## config.mk

```make
export PLATFORM = sky130hd
export DESIGN_NAME = umli_top
export DESIGN_NICKNAME = d
export VERILOG_FILES = /design/src/hw/umli_pkg.sv /design/src/hw/umli_rx_timeout.sv /design/src/hw/umli_top.sv
export SDC_FILE = /design/constraint.sdc
export NUM_CORES = 1
export LEC_CHECK = 0
export BUFFER_PORTS_ARGS = -buffer_cell sky130_fd_sc_hd__buf_2
export CAP_MARGIN = 20
export CELL_PAD_IN_SITES_DETAIL_PLACEMENT = 1
export CELL_PAD_IN_SITES_GLOBAL_PLACEMENT = 1
export CORE_ASPECT_RATIO = 2
export CORE_UTILIZATION = 42
export CTS_CLUSTER_SIZE = 28
export DETAILED_ROUTE_END_ITERATION = 10
export PLACE_DENSITY_LB_ADDON = 0.1
export SLEW_MARGIN = 10
export SYNTH_ARGS = -nofsm -noshare
export SYNTH_HDL_FRONTEND = slang
export SYNTH_SLANG_ARGS = --single-unit
```

## constraint.sdc

```tcl
create_clock -name core_clk -period 5.6 [get_ports core_clk]
set_input_delay 0.56 -clock core_clk [delete_from_list [all_inputs] [get_ports core_clk]]
set_output_delay 0.56 -clock core_clk [all_outputs]
set_load 0.01 [all_outputs]
```

## src/hw/umli_pkg.sv

```systemverilog
package umli_pkg;

  // ----------------------------------------
  // Register bus
  // ----------------------------------------
  localparam int ADDR_W = 3;
  localparam int DATA_W = 8;
  localparam logic [2:0] IRQ_EN_ADDR = 3'h1;
  localparam logic [2:0] MDM_CTL_ADDR = 3'h4;
  localparam logic [2:0] MDM_STAT_ADDR = 3'h6;
  localparam logic [2:0] SRC_ADDR = 3'h7;

  // ----------------------------------------
  // Modem control fields
  // ----------------------------------------
  localparam int MDM_CTL_W = 5;
  localparam int CTL_DTR = 0;
  localparam int CTL_RTS = 1;
  localparam int CTL_AUX1 = 2;
  localparam int CTL_AUX2 = 3;
  localparam int CTL_LOOP = 4;
  localparam logic [4:0] MDM_CTL_RST = 5'h00;

  // ----------------------------------------
  // Modem status fields
  // ----------------------------------------
  localparam int STAT_CTS_CHG = 0;
  localparam int STAT_DSR_CHG = 1;
  localparam int STAT_RI_TRAIL = 2;
  localparam int STAT_DCD_CHG = 3;
  localparam int STAT_CTS = 4;
  localparam logic [7:0] MDM_STAT_RST = 8'h00;

  // ----------------------------------------
  // Interrupt enable fields and sources
  // ----------------------------------------
  localparam int NSRC = 5;
  localparam int SRC_RDA = 0;
  localparam int SRC_TX = 1;
  localparam int SRC_RLS = 2;
  localparam int SRC_MDM = 3;
  localparam int SRC_TMO = 4;
  localparam int EN_UNIT = 6;
  localparam logic [7:0] IRQ_EN_RST = 8'h00;
  // Bits 7 and 5 are not built and read as zero
  localparam logic [7:0] IRQ_EN_MASK = 8'h5f;

  // ----------------------------------------
  // Levels and timing
  // ----------------------------------------
  localparam int LVL_W = 7;
  localparam int TX_FIFO_DEPTH = 64;
  localparam logic [6:0] TX_REQ_LEVEL = 7'(TX_FIFO_DEPTH / 2);
  localparam logic [2:0] TIMEOUT_CHARS = 3'h4;
  localparam int CHAR_W = 16;

  // ----------------------------------------
  // Signals from the rest of the serial port
  // ----------------------------------------
  typedef struct packed {
    logic fifo_mode;
    logic rx_buf_full;
    logic [6:0] rx_level;
    logic [6:0] trig_level;
    logic rx_push;
    logic rx_pop;
    logic rx_flush;
    logic lsr_read;
    logic irq_id_read;
    logic thr_write;
    logic thr_empty;
    logic [6:0] tx_level;
    logic [4:0] line_err;
    logic tx_serial;
    logic [15:0] char_cycles;
  } umli_core_s;

endpackage

```

## src/hw/umli_rx_timeout.sv

```systemverilog
module umli_rx_timeout (
  input wire logic core_clk,
  input wire logic resetn,
  input wire logic enable,
  input wire logic rx_nonempty,
  input wire logic rx_push,
  input wire logic rx_pop,
  input wire logic rx_flush,
  input wire logic [15:0] char_cycles,
  output logic pending
);

  logic [15:0] cyc;
  logic [2:0] chars;
  logic restart;
  logic char_done;
  logic expired;
  logic [15:0] next_cyc;
  logic [2:0] next_chars;

  // ----------------------------------------
  // Restart and expiry
  // ----------------------------------------
  // restart source selection
  assign restart = rx_pop | rx_flush | (rx_push & ~pending) | ~enable;
  assign char_done = (cyc + 16'h0001 >= char_cycles);
  assign expired = enable & rx_nonempty & (chars == umli_pkg::TIMEOUT_CHARS);
  assign next_cyc = (restart | char_done) ? 16'h0000 : cyc + 16'h0001;
  assign next_chars = restart ? 3'h0 :
                      (char_done && chars != umli_pkg::TIMEOUT_CHARS) ? chars + 3'h1 : chars;

  always_ff @(posedge core_clk) begin
    if (!resetn) begin
      cyc <= 16'h0000;
      chars <= 3'h0;
    end else begin
      cyc <= next_cyc;
      chars <= next_chars;
    end
  end

  // ----------------------------------------
  // Pending flag
  // ----------------------------------------
  // cleared by read or flush
  always_ff @(posedge core_clk) begin
    if (!resetn) begin
      pending <= 1'b0;
    end else if (rx_pop | rx_flush | ~enable) begin
      pending <= 1'b0;
    end else if (expired) begin
      pending <= 1'b1;
    end
  end

endmodule

```

## src/hw/umli_top.sv

```systemverilog
// Notes on behaviour
// - Modem control bit 4 enables loop-back
// - Loop-back: tx pin high, tx feeds rx
// - Loop-back: cts pin ignored, rts pin high
// - Loop-back: low control bits drive status bits
// - Interrupts keep working in loop-back
// - Rts pin is inverse of control bit 1
// - Status bit 4 shows clear-to-send
// - Status bit 0 flags cts change, read-clears
// - Control and status reset to zero
// - Enable bit 6 makes port operate
// - Enable bits 4..0 gate five sources
// - Line errors raise line status source
// - Fifo mode: oldest char errors, read-clears
// - Non-fifo: errors of held character
// - Fifo mode: data source at trigger level
// - Non-fifo: data source while buffer full
// - Timeout after four idle character times
// - Timeout cleared by read or flush
// - Timeout restart depends on pending state
// - Only rts reaches a pin
// - Non-fifo tx request on empty holding
// - Fifo tx request at 32 or fewer
// - Modem source from any delta bit
module umli_top (
  input wire logic core_clk,
  input wire logic resetn,
  input wire logic [2:0] reg_addr,
  input wire logic [7:0] reg_wdata,
  input wire logic reg_wr,
  input wire logic reg_rd,
  output logic [7:0] reg_rdata,
  input wire logic cts_n_pin,
  output logic rts_n_pin,
  input wire logic rxd_pin,
  output logic txd_pin,
  input wire umli_pkg::umli_core_s core,
  output logic rx_serial_in,
  output logic port_enable,
  output logic [4:0] irq_pending,
  output logic irq
);

  // ----------------------------------------
  // State
  // ----------------------------------------
  logic [4:0] modem_control;
  logic [3:0] status_delta;
  logic [7:0] interrupt_enable;
  logic cts_meta;
  logic cts_sync;
  logic rxd_meta;
  logic rxd_sync;
  logic [3:0] line_prev;
  logic tx_cond_prev;
  logic rls_pend;
  logic tx_pend;
  logic tmo_pend;

  // ----------------------------------------
  // Decode
  // ----------------------------------------
  logic wr_irq_en;
  logic wr_mdm_ctl;
  logic rd_mdm_stat;
  logic loop_mode;
  logic unit_en;
  logic dtr;
  logic rts;
  logic aux_output_one;
  logic aux_output_two;
  logic [3:0] line_now;
  logic [3:0] delta_event;
  logic [7:0] modem_status;
  logic [4:0] src_now;
  logic [7:0] read_mux;
  logic rx_err_any;
  logic tx_cond;
  logic rda_now;
  logic fifo_on;

  function automatic logic sticky(input logic cur, input logic set, input logic clr);
    // Set wins so an event in the clearing cycle survives
    sticky = set | (cur & ~clr);
  endfunction

  function automatic logic [3:0] sticky4(input logic [3:0] cur, input logic [3:0] set, input logic clr);
    sticky4 = set | (cur & {4{~clr}});
  endfunction

  assign wr_irq_en = reg_wr && reg_addr == umli_pkg::IRQ_EN_ADDR;
  assign wr_mdm_ctl = reg_wr && reg_addr == umli_pkg::MDM_CTL_ADDR;
  assign rd_mdm_stat = reg_rd && reg_addr == umli_pkg::MDM_STAT_ADDR;

  assign loop_mode = modem_control[umli_pkg::CTL_LOOP];
  assign unit_en = interrupt_enable[umli_pkg::EN_UNIT];
  assign dtr = modem_control[umli_pkg::CTL_DTR];
  assign rts = modem_control[umli_pkg::CTL_RTS];
  assign aux_output_one = modem_control[umli_pkg::CTL_AUX1];
  assign aux_output_two = modem_control[umli_pkg::CTL_AUX2];
  assign fifo_on = core.fifo_mode;

  // ----------------------------------------
  // Pin synchronisers
  // ----------------------------------------
  // Idle level is high so reset leaves clear-to-send inactive
  always_ff @(posedge core_clk) begin
    if (!resetn) begin
      cts_meta <= 1'b1;
      cts_sync <= 1'b1;
      rxd_meta <= 1'b1;
      rxd_sync <= 1'b1;
    end else begin
      cts_meta <= cts_n_pin;
      cts_sync <= cts_meta;
      rxd_meta <= rxd_pin;
      rxd_sync <= rxd_meta;
    end
  end

  // ----------------------------------------
  // Modem lines seen by the status register
  // ----------------------------------------
  // Order is {dcd, ri, dsr, cts}
  // control bits drive status in loop
  // cts is inverted pin or rts bit
  // dtr and aux bits act only in loop
  assign line_now = loop_mode ? {aux_output_two, aux_output_one, dtr, rts} : {3'b000, ~cts_sync};

  assign delta_event[umli_pkg::STAT_CTS_CHG] = line_now[0] ^ line_prev[0];
  assign delta_event[umli_pkg::STAT_DSR_CHG] = line_now[1] ^ line_prev[1];
  // Ring indicator flags its trailing edge only
  assign delta_event[umli_pkg::STAT_RI_TRAIL] = ~line_now[2] & line_prev[2];
  assign delta_event[umli_pkg::STAT_DCD_CHG] = line_now[3] ^ line_prev[3];

  assign modem_status = {line_now, status_delta};

  always_ff @(posedge core_clk) begin
    if (!resetn) begin
      line_prev <= 4'h0;
    end else begin
      line_prev <= line_now;
    end
  end

  // read clears delta bits
  // A loop-back exit may leave stray deltas; software reads once to drop them
  // stray deltas cleared by read
  always_ff @(posedge core_clk) begin
    if (!resetn) begin
      status_delta <= umli_pkg::MDM_STAT_RST[3:0];
    end else begin
      status_delta <= sticky4(status_delta, delta_event & {4{unit_en}}, rd_mdm_stat);
    end
  end

  // ----------------------------------------
  // Software registers
  // ----------------------------------------
  // control reset to zero
  always_ff @(posedge core_clk) begin
    if (!resetn) begin
      modem_control <= umli_pkg::MDM_CTL_RST;
    end else if (wr_mdm_ctl) begin
      modem_control <= reg_wdata[4:0];
    end
  end

  always_ff @(posedge core_clk) begin
    if (!resetn) begin
      interrupt_enable <= umli_pkg::IRQ_EN_RST;
    end else if (wr_irq_en) begin
      interrupt_enable <= reg_wdata & umli_pkg::IRQ_EN_MASK;
    end
  end

  // ----------------------------------------
  // Read data
  // ----------------------------------------
  assign read_mux = (reg_addr == umli_pkg::IRQ_EN_ADDR) ? interrupt_enable :
                    (reg_addr == umli_pkg::MDM_CTL_ADDR) ? {3'b000, modem_control} :
                    (reg_addr == umli_pkg::MDM_STAT_ADDR) ? modem_status :
                    (reg_addr == umli_pkg::SRC_ADDR) ? {3'b000, irq_pending} : 8'h00;

  // Data stand only in the cycle after the read strobe
  always_ff @(posedge core_clk) begin
    if (!resetn) begin
      reg_rdata <= 8'h00;
    end else begin
      reg_rdata <= reg_rd ? read_mux : 8'h00;
    end
  end

  // ----------------------------------------
  // Serial pins and loop-back path
  // ----------------------------------------
  // tx held high, tx looped into rx
  always_ff @(posedge core_clk) begin
    if (!resetn) begin
      txd_pin <= 1'b1;
      rx_serial_in <= 1'b1;
    end else begin
      txd_pin <= (loop_mode || !unit_en) ? 1'b1 : core.tx_serial;
      // Break travels on the looped stream, so the receiver sees it
      rx_serial_in <= !unit_en ? 1'b1 : (loop_mode ? core.tx_serial : rxd_sync);
    end
  end

  // rts pin forced high in loop
  always_ff @(posedge core_clk) begin
    if (!resetn) begin
      rts_n_pin <= 1'b1;
    end else begin
      rts_n_pin <= (loop_mode || !unit_en) ? 1'b1 : ~rts;
    end
  end

  always_ff @(posedge core_clk) begin
    if (!resetn) begin
      port_enable <= 1'b0;
    end else begin
      port_enable <= unit_en;
    end
  end

  // ----------------------------------------
  // Receive line status source
  // ----------------------------------------
  // any of five error kinds
  assign rx_err_any = |core.line_err;

  always_ff @(posedge core_clk) begin
    if (!resetn) begin
      rls_pend <= 1'b0;
    end else if (!unit_en) begin
      rls_pend <= 1'b0;
    end else if (fifo_on) begin
      rls_pend <= sticky(rls_pend, rx_err_any, core.lsr_read);
    end else begin
      rls_pend <= rx_err_any;
    end
  end

  // ----------------------------------------
  // Receive data available source
  // ----------------------------------------
  // fifo fill at or above trigger
  assign rda_now = fifo_on ? (core.rx_level >= core.trig_level && core.rx_level != 7'h00) : core.rx_buf_full;

  // ----------------------------------------
  // Transmit request source
  // ----------------------------------------
  // non-fifo holding register empty
  // fifo 32 or fewer to send
  assign tx_cond = fifo_on ? (core.tx_level <= umli_pkg::TX_REQ_LEVEL) : core.thr_empty;

  // Raised on the edge so an identification read can drop it while empty
  always_ff @(posedge core_clk) begin
    if (!resetn) begin
      tx_cond_prev <= 1'b0;
      tx_pend <= 1'b0;
    end else begin
      tx_cond_prev <= tx_cond & unit_en;
      tx_pend <= sticky(tx_pend, tx_cond & unit_en & ~tx_cond_prev,
                        core.irq_id_read | core.thr_write | ~unit_en);
    end
  end

  // ----------------------------------------
  // Receive timeout source
  // ----------------------------------------
  // timeout only in fifo mode
  umli_rx_timeout u_timeout (
    .core_clk(core_clk),
    .resetn(resetn),
    .enable(unit_en & fifo_on),
    .rx_nonempty(core.rx_level != 7'h00),
    .rx_push(core.rx_push),
    .rx_pop(core.rx_pop),
    .rx_flush(core.rx_flush),
    .char_cycles(core.char_cycles),
    .pending(tmo_pend)
  );

  // ----------------------------------------
  // Interrupt request
  // ----------------------------------------
  assign src_now[umli_pkg::SRC_RDA] = rda_now & unit_en;
  assign src_now[umli_pkg::SRC_TX] = tx_pend;
  assign src_now[umli_pkg::SRC_RLS] = rls_pend;
  // any delta bit raises modem source
  assign src_now[umli_pkg::SRC_MDM] = |status_delta;
  assign src_now[umli_pkg::SRC_TMO] = tmo_pend;

  always_ff @(posedge core_clk) begin
    if (!resetn) begin
      irq_pending <= 5'h00;
      irq <= 1'b0;
    end else begin
      irq_pending <= src_now & interrupt_enable[4:0] & {5{unit_en}};
      irq <= unit_en & |(src_now & interrupt_enable[4:0]);
    end
  end

endmodule

```

# After elaboration in Yosys (flattened, before gate mapping)
# Cells that the tools add are included.
[word_totals]
reg_bits = 64
latch_bits = 0
mem_bits_rw = 0
romBits = 0
out_inout_bits = 18
wordCells = 100
memories = 0
[classes]
add_sub_neg = 2
n_mul = 0
n_div = 0
order_cmp = 3
eq_ne = 6
n_shift = 0
mux = 9
bitwise_logic = 40
n_reduce_logical = 18
[op_table]
columns = ["operator", "count"]
rows = [
  ["16-bit by 1-bit adder with 16-bit output (second input constant)", 1],
  ["16-bit >= comparator", 1],
  ["7-bit two-way mux", 2],
  ["3-bit equality test (second input constant)", 4],
  ["1-bit NOT", 12],
  ["1-bit AND", 11],
  ["5-bit AND", 2],
  ["5-bit OR reduction", 2],
  ["1-bit OR", 9],
  ["4-bit AND", 2],
  ["8-bit two-way mux", 1],
  ["2-bit OR reduction", 4],
  ["7-bit >= comparator", 1],
  ["7-bit by 6-bit <= comparator with 1-bit output (second input constant)", 1],
  ["7-bit nonzero test", 1],
  ["1-bit logical AND", 5],
  ["5-bit two-way mux", 1],
  ["1-bit two-way mux", 4],
  ["4-bit two-way mux", 1],
  ["4-bit OR", 1],
  ["2-bit AND reduction", 2],
  ["4-bit OR reduction", 1],
  ["3-bit by 1-bit adder with 3-bit output (second input constant)", 1],
  ["3-bit by 1-bit equality test with 1-bit output (second input constant)", 1],
  ["other kinds (5)", 7],
]

# Longest topological paths before layout
# Gate-level depths: netlist (run 1).
[logic_depth]
ltp_word = 7
ltp_mapped = 13
mapped_depth_nobuf = 12

# By module
# Synthesis (run 1) repeated with hierarchy kept, for this count alone.
[hier_totals]
hier_cells = 355
hier_area_um2 = 3293.2
[modules_own_cells]
columns = ["module", "instances", "cells_per_inst", "area_each_um2", "seq_area_each_um2"]
rows = [
  ["umli_top", 1, 198, 1930.6, 880.8],
  ["umli_rx_timeout", 1, 157, 1362.6, 400.4],
]

# Worst setup path before layout (run 1)
# Ideal clock, no wire load.
[synth_timing]
kind = "reg-to-reg"
start = "register u_timeout.cyc[2]"
end = "register u_timeout.chars[2]"
setup_ps = 119
t_arrival_ps = 2441
t_required_ps = 5481
setup_slack_ps = 3040
stages_incl_launch_ff = 13
synth_period_minus_slack_ps = 2560
cell_sequence = "dfxtp_1 > and3_1 > and2b_1 > nand3_1 > nor2_1 > xor2_1 > ha_1 > a21o_1 > nand3_1 > a21oi_2 > a2111oi_4 > a21boi_0 > o221a_2"
[synth_between]
elab_chain_len = 3
[synth_lines]
columns = ["item", "line_no", "source"]
rows = [
  ["start: declaration", "umli_rx_timeout.sv:13", "logic [15:0] cyc;"],
  ["start signal: assignment", "umli_rx_timeout.sv:37", "cyc <= next_cyc;"],
  ["16-bit by 1-bit adder with 16-bit output", "umli_rx_timeout.sv:26", "assign char_done = (cyc + 16'h0001 >= char_cycles);"],
  ["16-bit >= comparator", "umli_rx_timeout.sv:26", ""],
  ["1-bit logical AND", "umli_rx_timeout.sv:30", "(char_done && chars != umli_pkg::TIMEOUT_CHARS) ? chars + 3'h1 : chars;"],
  ["end signal: assignment", "umli_rx_timeout.sv:38", "chars <= next_chars;"],
  ["end: declaration", "umli_rx_timeout.sv:14", "logic [2:0] chars;"],
]
# Every way passes these cells.
# A chain may end at the register's enable or synchronous reset.

# Worst setup path after layout (run 1)
[layout_timing]
start = "register u_timeout.cyc[0]"
end = "register u_timeout.cyc[4]"
[layout_between]
elab_chain_len = 4
[layout_lines]
columns = ["item", "line_no", "source"]
rows = [
  ["16-bit by 1-bit adder with 16-bit output *", "umli_rx_timeout.sv:26, umli_rx_timeout.sv:28", ""],
  ["16-bit >= comparator", "umli_rx_timeout.sv:26", ""],
  ["1-bit OR", "umli_rx_timeout.sv:28", "assign next_cyc = (restart | char_done) ? 16'h0000 : cyc + 16'h0001;"],
  ["2-bit OR reduction (no line)", "-", ""],
]
# Every way passes the cells marked *; elsewhere a longest branch is shown, timed or not.

==> metrics.md, run 1 <==
| Metric | Value |
|---|---|
| Status | `finished clean` |
| PortBufs | `84` |
| Crit path depth | `11` |
| Synth top area share | `roughly 40%` |
| Slew HR | `54.1%` |
| Max Slew Vio Count | `0` |
| CP endpoint | `u_timeout.cyc[4]` |
| Switching share of power | `approximately a fifth` |
| Worst Reg-to-Reg Cells | `11` |
| WP data arrival | `3.68 ns` |
| Unique cell type count in the Yosys netlist | `59` |
| GPL Wtd Cong | `0.782` |
| Setup violations, final | `0` |
| Clock sinks | `64` |
| Num CTS Buffers | `9` |
| H-tree depth | `3` |
| Power Density | `279 mW/mm^2` |
| Yosys Warn Count | `0` |
| Largest cells by area after synthesis | `dfxtp_1 40%, ha_1 10%, mux2i_1 4.7%` |
| Max stage delay on crit path | `0.48 ns` |
| Site row count | `44` |
| Worst-margin pin slew | `0.680 ns` |
| #FFs+latches synth | `64` |
| Crit-path slowest cell | `a2111oi_4` |
| Sequential share of power | `41.2%` |
| Cell area after synthesis | `0.00322 sq mm` |
| Die footprint | `between 0.008 and 0.009 sq mm` |
| Sw Pwr | `between 200 and 250 uW` |
| First-pass iteration count of the detailed router | `5` |
| CP most frequent cell | `ha_1` |
| Iter 0 DRT Violations | `33` |
| Overall power | `roughly 1100 uW` |
| Core area | `0.00732 sq mm` |
| Pleak | `0.00186 uW` |
| Total wire length | `8290 um` |
| Syn Inst Count | `336` |
| Post-synth top area cell | `dfxtp_1` |
| Vias | `2736` |
| Post-Syn Nets | `431` |
| Commonest non-fill, non-tap cell in the layout | `buf_2` |
| Final ANT Viol Nets | `0` |
| Worst r2r src | `u_timeout.cyc[0]` |
| Startpoint Class | `flop` |
| Antenna Cells | `0` |
| Clock transition at the registers of the reported paths | `0.05 ns` |
| DRC violation count after routing | `0` |
| Drt via density | `roughly 5.3` |
| EDFF count, synth | `0` |
| Nets@finish | `518` |
| Clk buf depth | `2` |
| Sequential area share after synthesis | `39.8%` |
| FMAX | `between 200 and 300 MHz` |
| Asr flop ratio synth | `0%` |
| Period utilization | `61.0%` |
| Internal power | `approximately 890 uW` |
| Buf+Inv Stages, Crit Path | `0` |
| Initial antenna violation count | `0` |
| Die width | `63.9 um` |
| Clock skew | `between 0.002 and 0.0025 ns` |
| Detail Placement HPWL | `6650 um` |
| CP Cell Sequence | `ha_1 -> nand3_1 -> nor2_1 -> and4_1 -> xor2_1 -> ha_1 -> nand4_1 -> a21oi_2 -> a2111oi_4 -> nand3_2 -> and2b_1` |
| Clock network power share | `53.0%` |
| Max-Cap Viols | `0` |
| Die H | `126 um` |
| R2R Setup Slk | `2.18 ns` |
| Clock tree from TritonCTS | `yes` |
| IO Count | `87` |
| Critical Path End Type | `flop` |
| GRT Util Overall | `22.8%` |
| Setup_tns | `0 ns` |
| Clk_lat worst skew | `approximately 0.32 ns` |
| CP max FO | `15` |
| Final worst path period need | `around 3.4 ns` |
| Area delta synth->final | `25.3%` |
| Largest net degree at the start of global routing | `27` |
| First-pass GRT wire length | `about 14000 um` |
| Post-synth top flop | `dfxtp_1` |
| Worst IR Drop VDD | `between 0.0002 and 0.00025 V` |
| Layout cells sized above 1 | `29.4%` |
| Root Buffer | `clkbuf_16` |
| Remaining global-route overflow | `0` |
| Comb pwr share | `5.9%` |
| DR WL/cell | `roughly 16 um` |
| CP required | `5.87 ns` |
| Hold Buf Count CTS | `0` |
| Hold WC Path Type | `reg2reg` |
| # Post-CTS Setup Buffers | `0` |
| Crit path max-delay family | `simple AND/OR/NAND/NOR gates` |
| RSZ-0062 raised after global routing | `no` |
| Initial Utilization | `between 40 and 50%` |
| R2r endpoint | `u_timeout.cyc[4]` |
| Worst setup startpoint | `u_timeout.cyc[0]` |
| Commonest cells after routing, fill and taps aside | `84 x buf_2, 64 x dfxtp_1, 27 x inv_1, 26 x ha_1` |
| Setup CP Type | `reg2reg` |
| Hold Vio Cnt, Final | `0` |
| PostCTS Resize Cnt | `0` |
| Vias in the first global route | `3060` |
| Mean Syn Cell Area | `9.59 sq um` |
[logic make-up (layout without fill, tap and decap cells)]
kind of cell / count (synthesis) / in the layout / share of synthesized area (%)
AO/OA/AOI/OAI: 47 / 47 / 11.8
flip-flops: 64 / 64 / 39.8
XOR/XNOR: 17 / 17 / 4.62
AND/OR/NAND/NOR: 125 / 125 / 22.6
adder cells (fa/ha/maj): 26 / 26 / 10.1
multiplexers: 20 / 20 / 6.41
buffers and inverters: 37 / 129 / 4.81
[layout make-up]
type	count	area, sq um
Clock buffer	10	239
Clock inverter	6	82.6
Fill cell	893	3280
Inverter	28	106
Multi-Input combinational cell	235	1790
Sequential cell	64	1280
Tap cell	92	115
Timing Repair Buffer	85	428
[through the flow]
| step | hold WS, ns | setup WS [ns] | instances | cell area [sq um] | utilization (%) |
|---|---|---|---|---|---|
| 2_1_floorplan | 0.385 | 3.04 | 336 | 3220 | - |
| 3_3_place_gp | 0.387 | 2.28 | 504 | 3720 | 50.8 |
| 3_5_place_dp | 0.397 | 2.16 | 504 | 3720 | 50.8 |
| 4_1_cts | 0.402 | 2.11 | 520 | 4040 | 55.2 |
| 5_1_grt | 0.396 | 1.90 | 520 | 4040 | 55.2 |
| 6_report | 0.406 | 2.18 | 520 | 4040 | 55.2 |
[how the worst min path moves through the flow]
| stage | depth (start not counted) | to | startpoint | slack [ns] |
|---|---|---|---|---|
| final | 1 | rxd_sync | rxd_meta | 0.41 |
| after detailed placement | 1 | rxd_sync | rxd_meta | 0.40 |
| after floorplan | 1 | cts_sync | cts_meta | 0.38 |
| after global routing | 2 | rxd_meta | rxd_pin | 0.40 |
| after CTS | 2 | rxd_meta | rxd_pin | 0.40 |
| after global placement | 1 | cts_sync | cts_meta | 0.39 |
[synth_stat cells, types with 2 or more instances]
library cell  number
nand4_1            4
or2b_1             3
nand3_1           12
xor2_1             8
mux2_2             5
a21o_1             3
nor2b_2            9
inv_1             27
nor2b_1           18
ha_1              26
or3_1              2
nand3b_1           2
a32oi_1            2
xnor2_1            9
a22oi_1            9
buf_2              3
nor4_1             2
dfxtp_1           64
a21oi_1           10
and3_1             9
nand2_1           19
and2_1             4
nor2_1            19
a22o_1             5
nand2b_1           3
mux2i_1           15
nor3_1             5
clkbuf_1           4
a21boi_0           2
and2b_1            4
[power groups by stage]
| stage | registers (uW) | clock network, uW | logic (uW) |
|---|---|---|---|
| floorplan | 471 | 0 | 33.4 |
| global placement | 473 | 0 | 63.8 |
| detailed placement | 473 | 0 | 66.8 |
| CTS | 463 | 610 | 67.2 |
| global route | 463 | 628 | 74.6 |
| finish | 463 | 596 | 66.1 |
[layer usage]
layer / vias to the layer above / track usage [%] / wire [um]
li1: 1337 / - / -
met1: 1316 / 19.5 / 2820
met2: 69 / 46.1 / 5000
met3: 14 / 5.62 / 286
met4: 0 / 10.3 / 183
met5: - / 0 / 0
[worst register-to-register path, delay by kind of cell (launching register included)]
kind                     cells  cell delay (ns)
flip-flops                   1             0.43
AO/OA/AOI/OAI                2             0.55
AND/OR/NAND/NOR              6             1.57
adder cells (fa/ha/maj)      2             0.57
XOR/XNOR                     1             0.24
[state kept, by name (all words and copies together), names as in the netlist]
signal             flops
cts_sync               1
u_timeout.chars        3
tx_pend                1
rx_serial_in           1
rxd_sync               1
modem_control          5
u_timeout.pending      1
status_delta           4
irq                    1
rxd_meta               1
u_timeout.cyc         16
irq_pending            5
port_enable            1
reg_rdata              8
interrupt_enable       6
tx_cond_prev           1
cts_meta               1
rls_pend               1
rts_n_pin              1
txd_pin                1
line_prev              4
Note: power is estimated with default switching activity, not from simulation.
==> inputs of run 2 (changes only) <==
--- a/config.mk
+++ b/config.mk
@@ -10,7 +10,7 @@
 export CELL_PAD_IN_SITES_DETAIL_PLACEMENT = 1
 export CELL_PAD_IN_SITES_GLOBAL_PLACEMENT = 1
 export CORE_ASPECT_RATIO = 2
-export CORE_UTILIZATION = 42
+export CORE_UTILIZATION = 39
 export CTS_CLUSTER_SIZE = 28
 export DETAILED_ROUTE_END_ITERATION = 10
 export PLACE_DENSITY_LB_ADDON = 0.1
==> constraint.sdc (replaced) <==
create_clock -name core_clk -period 3.55 [get_ports core_clk]
set_input_delay 0.355 -clock core_clk [delete_from_list [all_inputs] [get_ports core_clk]]
set_output_delay 0.355 -clock core_clk [all_outputs]
set_load 0.01 [all_outputs]
==> metrics.md, run 2 (synthesis gave the netlist of run 1 again) <==
| Metric | Value |
|---|---|
| Top flop regs | `u_timeout.cyc x16, reg_rdata x8, interrupt_enable x6` |
| Initial antenna violation count | `0 (unchanged)` |
| Core area | `0.00794 sq mm (+8.5%)` |
| Root Buffer | `clkbuf_16` |
| # Post-CTS Setup Buffers | `0 (unchanged)` |
| Clk buf depth | `2 (unchanged)` |
| Worst Reg-to-Reg Cells | `12 (+1)` |
| Period utilization | `90.2% (+29 points)` |
| Cell Area, Placed | `0.00373 sq mm (+0.34%)` |
| Remaining global-route overflow | `0 (unchanged)` |
| Fin util | `50.8% (-4.4 points)` |
| First-pass iteration count of the detailed router | `4 (-1)` |
| Final ANT Viol Nets | `0 (unchanged)` |
| Clock sinks | `64 (unchanged)` |
| Total wire length | `8320 um (+0.34%)` |
| Site row count | `46 (+4.5%)` |
| Met3 capacity usage during global routing | `4.34% (-1.3 points)` |
| Setup CP Type | `reg2reg` |
| Comb pwr share | `6.0% (about the same)` |
| Setup violations, final | `0 (unchanged)` |
| Setup_tns | `0 ns (unchanged)` |
| Clock network power share | `52.0% (-1.0 points)` |
| Area delta synth->final | `25.2%` |
| CP Cell Sequence | `ha_1 -> nand3_1 -> nor2_1 -> and4_1 -> xor2_1 -> ha_1 -> nand4_1 -> a211oi_1 -> a41oi_2 -> nand3_2 -> buf_4 -> and2b_1` |
| H-tree depth | `3 (unchanged)` |
| Hold Vio Cnt, Final | `0 (unchanged)` |
| Max Slew Vio Count | `0 (unchanged)` |
| Slew HR | `52.1% (-1.9 points)` |
| Hold WC Path Type | `in2reg` |
| Worst-margin pin slew | `0.708 ns (+0.0287 ns)` |
| Max stage delay on crit path | `0.42 ns (-0.06 ns)` |
| Switching share of power | `20.1% (-0.56 points)` |
| Largest reg by FF count | `u_timeout.cyc` |
| Die H | `131 um (+3.7%)` |
| Final worst path period need | `3.20 ns (-0.212 ns)` |
| Commonest cells after routing, fill and taps aside | `84 x buf_2, 64 x dfxtp_1, 27 x inv_1, 26 x ha_1` |
| CP max FO | `15 (unchanged)` |
| Pleak | `0.00185 uW (-0.60%)` |
| R2R Setup Slk | `0.35 ns (-1.84 ns)` |
| IO Count | `87 (unchanged)` |
| CP endpoint | `u_timeout.cyc[6]` |
| Gr busiest metal | `met2` |
| Antenna Cells | `0 (unchanged)` |
| GPL Wtd Cong | `0.732 (-6.5%)` |
| WP data arrival | `3.42 ns (-0.26 ns)` |
| R2r endpoint | `u_timeout.cyc[6]` |
| Clock tree from TritonCTS | `yes` |
| Critical Path End Type | `flop` |
| Hold Buf Count CTS | `0 (unchanged)` |
| Drt via density | `5.22 (-0.80%)` |
| DRC violation count after routing | `0 (unchanged)` |
| Die footprint | `0.00865 sq mm (+7.5%)` |
| GR Util met1 | `18.1% (-1.4 points)` |
| Iter 0 DRT Violations | `57 (+73%)` |
| Worst r2r src | `u_timeout.cyc[0]` |
| Clk_lat worst skew | `0.32 ns (about the same)` |
| Vias | `2735 (-0.037%)` |
| Design area | `0.00403 sq mm (-0.12%)` |
| Nets@finish | `519 (+0.19%)` |
| Crit-path slowest cell | `dfxtp_1` |
| Status | `finished clean` |
| PostCTS Resize Cnt | `0 (unchanged)` |
| Max-Cap Viols | `0 (unchanged)` |
| Sw Pwr | `350 uW (+50%)` |
| Commonest non-fill, non-tap cell in the layout | `buf_2` |
| CP required | `3.77 ns (-2.10 ns)` |
| Die width | `66.3 um (+3.7%)` |
| FMAX | `312 MHz (+6.6%)` |
| Max reg flops | `16 (unchanged)` |
| GRT Util Overall | `20.7% (-2.1 points)` |
| M2 GR Usage | `43.0% (-3.1 points)` |
| Initial Utilization | `40.6% (-3.4 points)` |
| Sequential share of power | `42.0% (+0.8 points)` |
| Vias in the first global route | `2835 (-7.4%)` |
| PortBufs | `84 (unchanged)` |
| Worst setup startpoint | `u_timeout.cyc[0]` |
| Internal power | `1390 uW (+56%)` |
| Layout cells sized above 1 | `28.7% (-0.70 points)` |
| Worst IR Drop VDD | `0.000306 V (+32%)` |
| Num CTS Buffers | `9 (unchanged)` |
| Startpoint Class | `flop` |
| Detail Placement HPWL | `6810 um (+2.4%)` |
| RSZ-0062 raised after global routing | `no` |
| CP most frequent cell | `ha_1` |
| Largest net degree at the start of global routing | `27 (unchanged)` |
| DR WL/cell | `15.9 um (-0.43%)` |
| First-pass GRT wire length | `13200 um (-4.3%)` |
| Power Density | `431 mW/mm^2 (+55%)` |
| Clock skew | `0.00620 ns (+0.00371 ns)` |
| Clock transition at the registers of the reported paths | `0.05 ns (about the same)` |
-- run 2: cell types whose count changed in the layout (fill, tap and decap cells not counted), sizes merged --
cell | previous run | this run
clkinv | 4 | 1
buf | 85 | 86
clkbuf | 10 | 12
-- run 2: worst min path at each step --
stage / start / endpoint / cells after the start
after floorplan: cts_meta / cts_sync / 1
after global placement: cts_meta / cts_sync / 1
after detailed placement: cts_meta / cts_sync / 1
after CTS: rxd_pin / rxd_meta / 2
after global routing: rxd_pin / rxd_meta / 2
final: rxd_pin / rxd_meta / 2
-- run 2: stage by stage --
stage	power (uW)	cells	setup WS (ns)	hold WS, ns
finish	1740	524	0.347	0.207
global route	1810	524	0.125	0.201
CTS	1760	524	0.284	0.196
detailed placement	851	509	0.299	0.395
global placement	848	509	0.376	0.390
floorplan	795	336	0.990	0.385
-- run 2: layer usage --
layer  vias up  wire length, um  share of wire [%]
met5         -                0                  0
met1      1334             2750                 33
li1       1335                -                  -
met3        10              337                4.1
met2        56             5110                 61
met4         0              115                1.4
-- run 2: area by class of cell --
type | instances | area (sq um)
repair buffers | 86 | 435
clock inverters | 3 | 67.6
multi-input cells | 235 | 1790
inverters | 28 | 106
clock buffers | 12 | 236
flip-flops and latches | 64 | 1280
fillers | 966 | 3910
well taps | 96 | 120
-- run 2: power groups by stage --
stage / Combinational, uW / Sequential (uW) / Clock (uW)
after floorplan: 52.7 / 743 / 0
after global placement: 102 / 746 / 0
after detailed placement: 105 / 746 / 0
after CTS: 106 / 731 / 925
after global routing: 117 / 731 / 962
final: 104 / 731 / 905
-- run 2: critical path: cells and delay by family, from the launching register on --
family	cells	cell delay [ns]
simple gates	6	1.21
compound gates	2	0.55
fa+ha+maj	2	0.43
flops	1	0.42
buf+inv	1	0.25
xor+xnor	1	0.22
